### config.mk
export PLATFORM = sky130hd
export DESIGN_NAME = sbsw_top
export DESIGN_NICKNAME = d
export VERILOG_FILES = /design/src/sbsw_pkg.sv /design/src/sbsw_fifo.sv /design/src/sbsw_top.sv
export SDC_FILE = /design/constraint.sdc
export NUM_CORES = 2
export LEC_CHECK = 0
export BUFFER_PORTS_ARGS = -buffer_cell sky130_fd_sc_hd__buf_2
export CORE_ASPECT_RATIO = 2
export CORE_MARGIN = 3
export CORE_UTILIZATION = 30
export CTS_CLUSTER_DIAMETER = 200
export DETAILED_ROUTE_END_ITERATION = 8
export SYNTH_ARGS = -nofsm -noshare
export SYNTH_HDL_FRONTEND = slang
export SYNTH_SLANG_ARGS = --single-unit
export TNS_END_PERCENT = 10
### constraint.sdc
create_clock -name sys_clk_i -period 13.3 [get_ports sys_clk_i]
set_input_delay 0.665 -clock sys_clk_i [delete_from_list [all_inputs] [get_ports sys_clk_i]]
set_output_delay 0.665 -clock sys_clk_i [all_outputs]
set_load 0.02 [all_outputs]
### src/sbsw_pkg.sv
// Package of constants and carriers for the sub-band output switch
package sbsw_pkg;
  localparam int NUM_SUB     = 18;
  localparam int SEL_W       = 5;
  localparam int SAMP_W      = 8;
  localparam int NUM_GATES   = 4;
  localparam int SYN_W       = 32;
  localparam int FIFO_DEPTH  = 32;
  localparam int CLK_MHZ     = 200;
  localparam int EPOCH_MS    = 10;
  localparam int EPOCH_CYC   = EPOCH_MS * 1000 * CLK_MHZ;
  localparam int ID_W        = 16;
  localparam int PC_ACC_W    = 24;
  localparam int STAT_W      = 32;
  localparam logic [SEL_W-1:0] SEL_RST = 5'h00;
  localparam logic [ID_W-1:0]  ID_RST  = 16'h0000;

  // One sample travelling the output path
  typedef struct packed {
    logic              valid;
    logic              is_id;
    logic [SAMP_W-1:0] data;
  } sbsw_samp_s;

  // One gate description
  typedef struct packed {
    logic [SYN_W-1:0] start;
    logic [SYN_W-1:0] len;
  } sbsw_gate_s;

  // Point-slope synthesizer coefficients
  typedef struct packed {
    logic [SYN_W-1:0] point;
    logic [SYN_W-1:0] slope;
  } sbsw_coef_s;
endpackage

### src/sbsw_fifo.sv
// Parameterised valid/ready FIFO with registered read data
`timescale 1ns/1ps
module sbsw_fifo #(
  parameter int WIDTH = 8,
  parameter int DEPTH = 32
) (
  // Clock and reset
  input  wire logic             sys_clk_i,
  input  wire logic             nrst_i,
  // Fill side
  input  wire logic             in_valid_i,
  input  wire logic [WIDTH-1:0] in_data_i,
  output logic                  in_ready_o,
  // Drain side
  output logic                  out_valid_o,
  output logic [WIDTH-1:0]      out_data_o,
  input  wire logic             out_ready_i
);
  localparam int AW = $clog2(DEPTH);
  logic [WIDTH-1:0] mem [DEPTH];
  logic [AW-1:0]    wr_ptr;
  logic [AW-1:0]    rd_ptr;
  logic [AW:0]      count;
  logic [AW-1:0]    next_wr_ptr;
  logic [AW-1:0]    next_rd_ptr;
  logic [AW:0]      next_count;
  logic             next_out_valid;
  logic             push;
  logic             pop;
  logic             load;

  // Handshakes; output register reloads when empty or consumed
  always_comb begin
    push           = in_valid_i && in_ready_o;
    load           = (count != '0) && (!out_valid_o || out_ready_i);
    pop            = load;
    next_wr_ptr    = push ? wr_ptr + 1'b1 : wr_ptr;
    next_rd_ptr    = pop ? rd_ptr + 1'b1 : rd_ptr;
    next_count     = count + (AW+1)'(push) - (AW+1)'(pop);
    next_out_valid = load ? 1'b1 : (out_ready_i ? 1'b0 : out_valid_o);
  end

  // Pointer and flag registers
  always_ff @(posedge sys_clk_i) begin
    if (!nrst_i) begin
      wr_ptr      <= '0;
      rd_ptr      <= '0;
      count       <= '0;
      out_valid_o <= 1'b0;
      in_ready_o  <= 1'b0;
    end else begin
      wr_ptr      <= next_wr_ptr;
      rd_ptr      <= next_rd_ptr;
      count       <= next_count;
      out_valid_o <= next_out_valid;
      in_ready_o  <= (next_count < (AW+1)'(DEPTH - 1));
    end
  end

  // Storage and registered read data
  always_ff @(posedge sys_clk_i) begin
    if (push) begin
      mem[wr_ptr] <= in_data_i;
    end
    if (!nrst_i) begin
      out_data_o <= '0;
    end else if (load) begin
      out_data_o <= mem[rd_ptr];
    end
  end
endmodule

### src/sbsw_top.sv
// Sub-band output crossbar, pulsar gating, statistics, id insertion and timing
`timescale 1ns/1ps
// Overview of operation
// [RQ1] Each of 18 output slots selects any of 18 sub-band filter outputs.
// [RQ2] Per sub-band, count samples per quantizer state and accumulate power. Code keeps one non-negative count and one power sum for all slots.
// [RQ3] One phase-cal extractor per baseband, time-shared across sub-bands. Code serves only the one sub-band chosen by pcal_sel.
// [RQ4] Identification words are inserted into the output streams.
// [RQ5] Timer and gates use 32-bit point-slope synthesizers, reloaded per 10 ms.
// [RQ6] Several independent gates with own start and length, locked to timer.
// [RQ7] Timer wrap feeds the dump-command stream generator.
// [RQ8] Dump, delay, phase streams, clock and time code aligned to time code.
// [RQ9] Only the master-slot board drives timing and model streams downstream.
// [RQ10] In binning mode, dumps follow timer epoch; coefficients load on 10 ms.
// [RQ11] External blanking input clears data-valid of output samples.
// [RQ12] Blanking input passes a two-flop synchroniser before use.
// [RQ13] Routing, gates and coefficients shadowed, applied at 10 ms epoch.
module sbsw_top (
  // Clock and reset
  input  wire logic                                   sys_clk_i,
  input  wire logic                                   nrst_i,
  // Sub-band filter outputs
  input  wire logic [sbsw_pkg::NUM_SUB-1:0][sbsw_pkg::SAMP_W-1:0] sub_data_i,
  input  wire logic                                   sub_valid_i,
  // Configuration; routing, gates and timer coefficients go through shadow
  input  wire logic [sbsw_pkg::NUM_SUB-1:0][sbsw_pkg::SEL_W-1:0] route_sel_i,
  input  wire sbsw_pkg::sbsw_gate_s [sbsw_pkg::NUM_GATES-1:0]    gate_cfg_i,
  input  wire logic [sbsw_pkg::NUM_SUB-1:0][1:0]      gate_map_i,
  input  wire sbsw_pkg::sbsw_coef_s                   timer_coef_i,
  input  wire logic                                   cfg_load_i,
  input  wire logic [sbsw_pkg::ID_W-1:0]              id_word_i,
  input  wire logic                                   id_en_i,
  input  wire logic                                   bin_mode_i,
  input  wire logic [sbsw_pkg::SEL_W-1:0]             pcal_sel_i,
  input  wire logic                                   master_slot_i,
  // Time code and model inputs
  input  wire logic                                   time_code_i,
  input  wire logic                                   epoch_i,
  input  wire logic                                   dump_req_i,
  input  wire logic                                   delay_bit_i,
  input  wire logic                                   phase_bit_i,
  input  wire logic                                   blank_n_i,
  // Output stream
  output logic                                        out_valid_o,
  output logic [sbsw_pkg::SEL_W-1:0]                  out_slot_o,
  output sbsw_pkg::sbsw_samp_s                        out_samp_o,
  input  wire logic                                   out_ready_i,
  output logic                                        in_ready_o,
  // Timing streams
  output logic                                        dump_command_stream_o,
  output logic                                        delay_model_stream_o,
  output logic                                        phase_model_stream_o,
  output logic                                        system_time_code_o,
  output logic                                        link_clk_o,
  // Statistics and phase-cal
  output logic [sbsw_pkg::STAT_W-1:0]                 stat_hi_cnt_o,
  output logic [sbsw_pkg::STAT_W-1:0]                 stat_pwr_o,
  output logic [sbsw_pkg::PC_ACC_W-1:0]               pcal_acc_o
);
  localparam int N = sbsw_pkg::NUM_SUB;
  localparam int G = sbsw_pkg::NUM_GATES;

  ////////////////////////////////////////////////////////////////////////
  // Blanking synchroniser and epoch-applied shadow registers
  logic                                         blank_n_s1;
  logic                                         blank_n_s2;
  logic [N-1:0][sbsw_pkg::SEL_W-1:0]            route_sh;
  logic [N-1:0][sbsw_pkg::SEL_W-1:0]            route_act;
  sbsw_pkg::sbsw_gate_s [G-1:0]                 gate_sh;
  sbsw_pkg::sbsw_gate_s [G-1:0]                 gate_act;
  sbsw_pkg::sbsw_coef_s                         coef_sh;
  sbsw_pkg::sbsw_coef_s                         coef_act;
  logic [N-1:0][sbsw_pkg::SEL_W-1:0]            next_route_sh;
  logic [N-1:0][sbsw_pkg::SEL_W-1:0]            next_route_act;
  sbsw_pkg::sbsw_gate_s [G-1:0]                 next_gate_sh;
  sbsw_pkg::sbsw_gate_s [G-1:0]                 next_gate_act;
  sbsw_pkg::sbsw_coef_s                         next_coef_sh;
  sbsw_pkg::sbsw_coef_s                         next_coef_act;

  // Software writes land in shadow, go live together on the epoch
  always_comb begin
    next_route_sh  = cfg_load_i ? route_sel_i : route_sh;   // RQ13
    next_gate_sh   = cfg_load_i ? gate_cfg_i : gate_sh;
    next_coef_sh   = cfg_load_i ? timer_coef_i : coef_sh;
    next_route_act = epoch_i ? route_sh : route_act;         // RQ13
    next_gate_act  = epoch_i ? gate_sh : gate_act;
    next_coef_act  = epoch_i ? coef_sh : coef_act;           // RQ5 RQ10
  end

  // Shadow, active and synchroniser registers
  always_ff @(posedge sys_clk_i) begin
    if (!nrst_i) begin
      blank_n_s1 <= 1'b1;
      blank_n_s2 <= 1'b1;
      route_sh   <= '0;
      route_act  <= '0;
      gate_sh    <= '0;
      gate_act   <= '0;
      coef_sh    <= '0;
      coef_act   <= '0;
    end else begin
      blank_n_s1 <= blank_n_i;   // RQ12
      blank_n_s2 <= blank_n_s1;  // RQ12
      route_sh   <= next_route_sh;
      route_act  <= next_route_act;
      gate_sh    <= next_gate_sh;
      gate_act   <= next_gate_act;
      coef_sh    <= next_coef_sh;
      coef_act   <= next_coef_act;
    end
  end

  ////////////////////////////////////////////////////////////////////////
  // Pulsar timer: point-slope synthesizer, phase restarted on epoch
  logic [sbsw_pkg::SYN_W-1:0] tmr_rate;
  logic [sbsw_pkg::SYN_W-1:0] tmr_phase;
  logic                       tmr_wrap;
  logic [sbsw_pkg::SYN_W-1:0] next_tmr_rate;
  logic [sbsw_pkg::SYN_W-1:0] next_tmr_phase;
  logic                       next_tmr_wrap;
  logic [sbsw_pkg::SYN_W:0]   tmr_sum;

  // Rate ramps by slope; phase accumulates rate, wrap marks pulsar epoch
  always_comb begin
    tmr_sum        = {1'b0, tmr_phase} + {1'b0, tmr_rate};
    next_tmr_rate  = epoch_i ? coef_sh.point : tmr_rate + coef_act.slope;  // RQ5
    next_tmr_phase = epoch_i ? '0 : tmr_sum[sbsw_pkg::SYN_W-1:0];          // RQ10
    next_tmr_wrap  = !epoch_i && tmr_sum[sbsw_pkg::SYN_W];                 // RQ7
  end

  // Timer registers
  always_ff @(posedge sys_clk_i) begin
    if (!nrst_i) begin
      tmr_rate  <= '0;
      tmr_phase <= '0;
      tmr_wrap  <= 1'b0;
    end else begin
      tmr_rate  <= next_tmr_rate;
      tmr_phase <= next_tmr_phase;
      tmr_wrap  <= next_tmr_wrap;
    end
  end

  ////////////////////////////////////////////////////////////////////////
  // Gates: window on timer phase, one per gate
  logic [G-1:0] gate_on;
  genvar gi;
  generate
    for (gi = 0; gi < G; gi++) begin : g_gate
      logic [sbsw_pkg::SYN_W-1:0] off;
      assign off         = tmr_phase - gate_act[gi].start;
      assign gate_on[gi] = (off < gate_act[gi].len);  // RQ6
    end
  endgenerate

  ////////////////////////////////////////////////////////////////////////
  // Crossbar with gating, round-robin slot scanning into the FIFO
  logic [sbsw_pkg::SEL_W-1:0] slot;
  logic [sbsw_pkg::SEL_W-1:0] next_slot;
  logic                       id_pend;
  logic                       next_id_pend;
  logic [sbsw_pkg::SEL_W-1:0] src;
  sbsw_pkg::sbsw_samp_s       fifo_in;
  logic                       fifo_rdy;
  logic [sbsw_pkg::SEL_W+$bits(sbsw_pkg::sbsw_samp_s)-1:0] fifo_out;
  logic                       fifo_vld;

  // Select source, apply gate and blanking, insert id word on epoch
  always_comb begin
    src          = route_act[slot];                                   // RQ1
    fifo_in.is_id = id_pend;                                          // RQ4
    fifo_in.data = id_pend ? id_word_i[sbsw_pkg::SAMP_W-1:0]
                           : sub_data_i[src];
    fifo_in.valid = !id_pend && sub_valid_i && blank_n_s2             // RQ11
                    && gate_on[gate_map_i[slot]];                     // RQ6
    next_slot    = slot;
    next_id_pend = id_pend || (epoch_i && id_en_i);
    if (fifo_rdy) begin
      next_slot = (slot == sbsw_pkg::SEL_W'(N - 1)) ? '0 : slot + 1'b1;
      if (slot == sbsw_pkg::SEL_W'(N - 1)) begin
        next_id_pend = epoch_i && id_en_i;
      end
    end
  end

  // Scan registers
  always_ff @(posedge sys_clk_i) begin
    if (!nrst_i) begin
      slot    <= '0;
      id_pend <= 1'b0;
    end else begin
      slot    <= next_slot;
      id_pend <= next_id_pend;
    end
  end

  sbsw_fifo #(
    .WIDTH (sbsw_pkg::SEL_W + $bits(sbsw_pkg::sbsw_samp_s)),
    .DEPTH (sbsw_pkg::FIFO_DEPTH)
  ) u_fifo (
    .sys_clk_i   (sys_clk_i),
    .nrst_i      (nrst_i),
    .in_valid_i  (1'b1),
    .in_data_i   ({slot, fifo_in}),
    .in_ready_o  (fifo_rdy),
    .out_valid_o (fifo_vld),
    .out_data_o  (fifo_out),
    .out_ready_i (out_ready_i)
  );

  // FIFO outputs are registered inside the FIFO
  assign out_valid_o = fifo_vld;
  assign out_slot_o  = fifo_out[sbsw_pkg::SEL_W+$bits(sbsw_pkg::sbsw_samp_s)-1 -: sbsw_pkg::SEL_W];
  assign out_samp_o  = fifo_out[$bits(sbsw_pkg::sbsw_samp_s)-1:0];
  assign in_ready_o  = fifo_rdy;

  ////////////////////////////////////////////////////////////////////////
  // Requantizer statistics and shared phase-cal extractor
  logic [sbsw_pkg::STAT_W-1:0]   next_hi_cnt;
  logic [sbsw_pkg::STAT_W-1:0]   next_pwr;
  logic [sbsw_pkg::PC_ACC_W-1:0] next_pcal;
  logic signed [sbsw_pkg::SAMP_W-1:0] cur;

  // Count high-state samples, sum squares, correlate chosen sub-band
  always_comb begin
    cur         = sub_data_i[src];
    next_hi_cnt = stat_hi_cnt_o + sbsw_pkg::STAT_W'(cur[sbsw_pkg::SAMP_W-1] == 1'b0); // RQ2
    next_pwr    = stat_pwr_o + sbsw_pkg::STAT_W'(cur * cur);                          // RQ2
    next_pcal   = pcal_acc_o;
    if (src == pcal_sel_i) begin
      next_pcal = tmr_phase[sbsw_pkg::SYN_W-1] ? pcal_acc_o - sbsw_pkg::PC_ACC_W'(cur)
                                               : pcal_acc_o + sbsw_pkg::PC_ACC_W'(cur); // RQ3
    end
    if (epoch_i) begin
      next_hi_cnt = '0;
      next_pwr    = '0;
      next_pcal   = '0;
    end
  end

  // Statistics registers
  always_ff @(posedge sys_clk_i) begin
    if (!nrst_i) begin
      stat_hi_cnt_o <= '0;
      stat_pwr_o    <= '0;
      pcal_acc_o    <= '0;
    end else begin
      stat_hi_cnt_o <= next_hi_cnt;
      stat_pwr_o    <= next_pwr;
      pcal_acc_o    <= next_pcal;
    end
  end

  ////////////////////////////////////////////////////////////////////////
  // Timing streams, retimed together and gated by master slot
  logic next_dump;
  logic next_lclk;

  // Dump follows timer wrap in binning mode, else the request
  always_comb begin
    next_dump = bin_mode_i ? tmr_wrap : dump_req_i;  // RQ10 RQ7
    next_lclk = !link_clk_o;
  end

  // Streams register on the same edge as the time code
  always_ff @(posedge sys_clk_i) begin
    if (!nrst_i) begin
      dump_command_stream_o <= 1'b0;
      delay_model_stream_o  <= 1'b0;
      phase_model_stream_o  <= 1'b0;
      system_time_code_o    <= 1'b0;
      link_clk_o            <= 1'b0;
    end else begin
      dump_command_stream_o <= master_slot_i && next_dump;    // RQ8 RQ9
      delay_model_stream_o  <= master_slot_i && delay_bit_i;  // RQ8 RQ9
      phase_model_stream_o  <= master_slot_i && phase_bit_i;  // RQ8 RQ9
      system_time_code_o    <= master_slot_i && time_code_i;  // RQ8 RQ9
      link_clk_o            <= master_slot_i && next_lclk;    // RQ8
    end
  end

  ////////////////////////////////////////////////////////////////////////
  // Checks
  property p_blank;
    @(posedge sys_clk_i) disable iff (!nrst_i)
      !blank_n_s2 |-> !fifo_in.valid;
  endproperty
  a_blank: assert property (p_blank) else $error("valid while blanked"); // RQ11

  property p_sync;
    @(posedge sys_clk_i) disable iff (!nrst_i)
      $fell(blank_n_i) |-> ##2 !blank_n_s2;
  endproperty
  a_sync: assert property (p_sync) else $error("sync latency wrong"); // RQ12

  property p_apply;
    @(posedge sys_clk_i) disable iff (!nrst_i)
      epoch_i |=> route_act == $past(route_sh);
  endproperty
  a_apply: assert property (p_apply) else $error("route not applied"); // RQ13

  property p_hold;
    @(posedge sys_clk_i) disable iff (!nrst_i)
      !epoch_i |=> $stable(coef_act);
  endproperty
  a_hold: assert property (p_hold) else $error("coef changed off epoch"); // RQ10

  property p_master;
    @(posedge sys_clk_i) disable iff (!nrst_i)
      !master_slot_i |=> !dump_command_stream_o && !system_time_code_o;
  endproperty
  a_master: assert property (p_master) else $error("slave drove stream"); // RQ9

  property p_bin;
    @(posedge sys_clk_i) disable iff (!nrst_i)
      bin_mode_i && master_slot_i && tmr_wrap |=> dump_command_stream_o;
  endproperty
  a_bin: assert property (p_bin) else $error("dump missed timer"); // RQ7

  property p_xbar;
    @(posedge sys_clk_i) disable iff (!nrst_i)
      !id_pend |-> fifo_in.data == sub_data_i[route_act[slot]];
  endproperty
  a_xbar: assert property (p_xbar) else $error("crossbar wrong"); // RQ1

  property p_phase0;
    @(posedge sys_clk_i) disable iff (!nrst_i)
      epoch_i |=> tmr_phase == '0 && !tmr_wrap;
  endproperty
  a_phase0: assert property (p_phase0) else $error("timer not restarted"); // RQ5
endmodule

==> summary.txt <==
Floorplan
  – Die Ht: 711 um
  – Initial Utilization: a little under a third
  – Core Rows: between 200 and 300
  – Die width: approximately 360 um
  – Die ar.: 255,000 um^2
  – Core box area: around 250,000 um^2
  – Boundary Pins: about 740

Hold path
  – Class of the worst hold path: input port to flop

Timing
  – Layout Skew: roughly 100 ps
  – RSZ-0062 raised after global routing: false
  – Setup TNS: 0 ps
  – Fin. Hold Viols: 0
  – Final Max Tran Viols: 0
  – Fin crit period: around 12,000 ps
  – Final Cycle Share: roughly 90%
  – Slew margin rel.: between 10% and 20%
  – Setup-failing EPs final: 0
  – Worst-margin pin slew: around 1300 ps
  – Max Fclk: about 84 MHz

Placed design
  – Hpwl dp: approximately 200 mm
  – DP Area: just over 80,000 um^2
  – IO Port Bufs: about 730
  – GPL Wtd Cong: slightly above 0.9

Yosys
  – Compound-Gate Fraction of Synth Area: 8.07%
  – Largest family of logic cells by synthesized area: multiplexers
  – Mux cell area share after synthesis: between 15 and 20%
  – Synth Warn #: 0
  – EDFF count, synth: 480
  – Top FF cell, synth: dfxtp_1
  – Simple-Gate Fraction of Synth Area: between 10% and 20%
  – Seq/Total Area, Yosys: between 40% and 50%
  – Synth Instances: 6,737
  – Adder-cell area share of the yosys netlist: 8.39%
  – Mapped Nets: approximately 7,800
  – Synth Register Bits: around 1,500
  – Synth Area in XOR/XNOR: 3.30%
  – Syn avg cell area: about 11 um^2
  – Post-synthesis async set-or-reset flop share: 0%
  – Cell variety after synth: 110
  – Mapped Area: 74,600 um^2

Clock network
  – Hold-fix buffers, CTS: 2
  – Worst skew pair latency: roughly 850 ps
  – Max H-tree Level: 4
  – CTS sink count: about 1,500
  – CTS tree: done
  – Root buf cell: clkbuf_16
  – Clock tree buffer depth: 4
  – Post-CTS Setup Inserts: 0
  – Clock buffer count from CTS: 154
  – Post-CTS resize count: 0
  – Clk pin slew, worst setup/hold paths: 70 ps

Global routing
  – Vias in the first global route: between 50,000 and 60,000
  – Total track usage: approximately 20%
  – Antenna violations before repair: between 100 and 150
  – Global route overflow: 0
  – Global-route wire length before repair: 370 mm
  – Largest net degree at the start of global routing: around 130

Routing
  – TritonRoute pass-1 iters: 5
  – Antenna-violating nets left: 0
  – Initial DRC count: about 3,800
  – Drt total wl: 261 mm
  – Vias: ~54,000
  – DR DRC count: 0
  – Wirelength per Cell: ~24 um
  – Detailed-route vias per instance: around 5.0

Setup path
  – Slowest stage delay, CP: approximately 840 ps
  – CP required: around 14,000 ps
  – Kind of cell adding the most delay to the critical path: compound AO/OA/AOI/OAI gates
  – Worst path most repeated cell: inv_1
  – Peak fanout along the critical path: 51
  – WP buf/inv: 9
  – Critical Path AT: about 13,000 ps
  – Slowest library cell on the worst path: dfxtp_4
  – Setup crit start kind: flop
  – Critical path type: flop to flop
  – Critical path endpoint category: flop

Layout
  – Post-route core utilization: a little over a third
  – Fin area: 87,500 um^2
  – Most common cell after layout, fill and taps aside: dfxtp_1
  – Layout area overhead: 17.2%
  – Most frequent cells in the layout: dfxtp_1 (976), mux2i_1 (862), nor2b_1 (841)
  – Nets: 8,523
  – Fraction of layout cells with a size suffix above 1: 18.2%

Pwr
  – Pwr Density: ~310 nW/um^2
  – Leak pwr: around 36 nW
  – Worst vdd ir: roughly 0.00083 V

Flow run
  – # Max-Cap Violations: 0

Outcome
  – Outcome: completed
[kinds of logic (layout without fill, tap and decap cells)]
group,count (synthesis),count (layout)
compound gates,900,900
xor+xnor,280,280
fa+ha+maj,471,471
buf+inv,713,1516
flops,1467,1467
mux,1056,1056
other cells,0,47
simple gates,1850,1850
[worst register-to-register path: cells and delay by family, from the launching register on]
kind            cells  cell delay (ps)
compound gates     14             3700
fa+ha+maj           6             2360
simple gates       10             1990
mux                 2             1380
buf+inv             9             1090
flops               1              840
xor+xnor            3              390
[area by class of cell]
type                       count  area [um^2]
fill                       24625       160000
multi-input combinational   4557        37700
sequential                  1467        34200
timing repair buffer         832         4490
clock buffer                 185         4110
tap                         3250         4070
inverter                     415         1560
clock inverter                84         1180
antenna                       47          118
[final timing paths]
path	start	endpoint	slack, ps	cells past startpoint
hold / removal	gate_cfg_i[255]	gate_sh[255]	80	3
setup reg to reg	slot[1]	stat_pwr_o[30]	1340	44
setup / recovery	slot[1]	stat_pwr_o[30]	1340	44
hold reg to reg	link_clk_o	link_clk_o	420	1
[flip-flops by register name, indices dropped and copies added (netlist names), 5 cells and up]
signal	cells
u_fifo.mem	480
slot	5
coef_act	32
gate_sh	256
u_fifo.out_data_o	15
u_fifo.rd_ptr	5
stat_pwr_o	32
gate_act	256
route_sh	90
tmr_phase	32
u_fifo.wr_ptr	5
tmr_rate	32
pcal_acc_o	24
route_act	90
u_fifo.count	6
stat_hi_cnt_o	32
coef_sh	64
[metrics by stage]
step	total power, mW	instances	hold WS, ps	worst slack, ps
after floorplan	18.0	6737	386	3490
after global placement	22.5	10519	396	1350
after detailed placement	22.5	10519	406	1480
after CTS	27.4	10790	11.1	1300
after global routing	29.2	10793	52.0	591
final	27.5	10837	75.7	1340
[report_power, final]
group	total, mW	switching (mW)	internal, mW
logic	17.5	9.97	7.51
clock network	4.65	1.94	2.71
registers	5.34	0.253	5.09
total	27.5	12.2	15.3
[Yosys cell counts, drive strengths merged (50+ instances only)]
cell / instances / area, um^2
mux4: 175 / 3960
inv: 411 / 1550
a21o: 112 / 841
o21ai: 177 / 886
clkbuf: 170 / 638
and2: 56 / 353
nand3: 88 / 445
nor2: 341 / 1300
mux2i: 863 / 8640
o21a: 50 / 375
a21oi: 259 / 1300
ha: 422 / 5280
xnor2: 172 / 1510
nand2: 243 / 927
edfxtp: 480 / 14400
nor3: 64 / 332
nor2b: 844 / 5290
buf: 128 / 634
xor2: 108 / 946
dfxtp: 987 / 19800
[per-layer routing]
layer	global-route usage (%)	vias up	part of all wire (%)
met5	0	-	0.23
met2	33.4	1964	47
met1	22.6	25791	38
met3	6.23	541	9.0
li1	-	25262	-
met4	9.87	92	5.8
(Power assumes the default switching activity.)
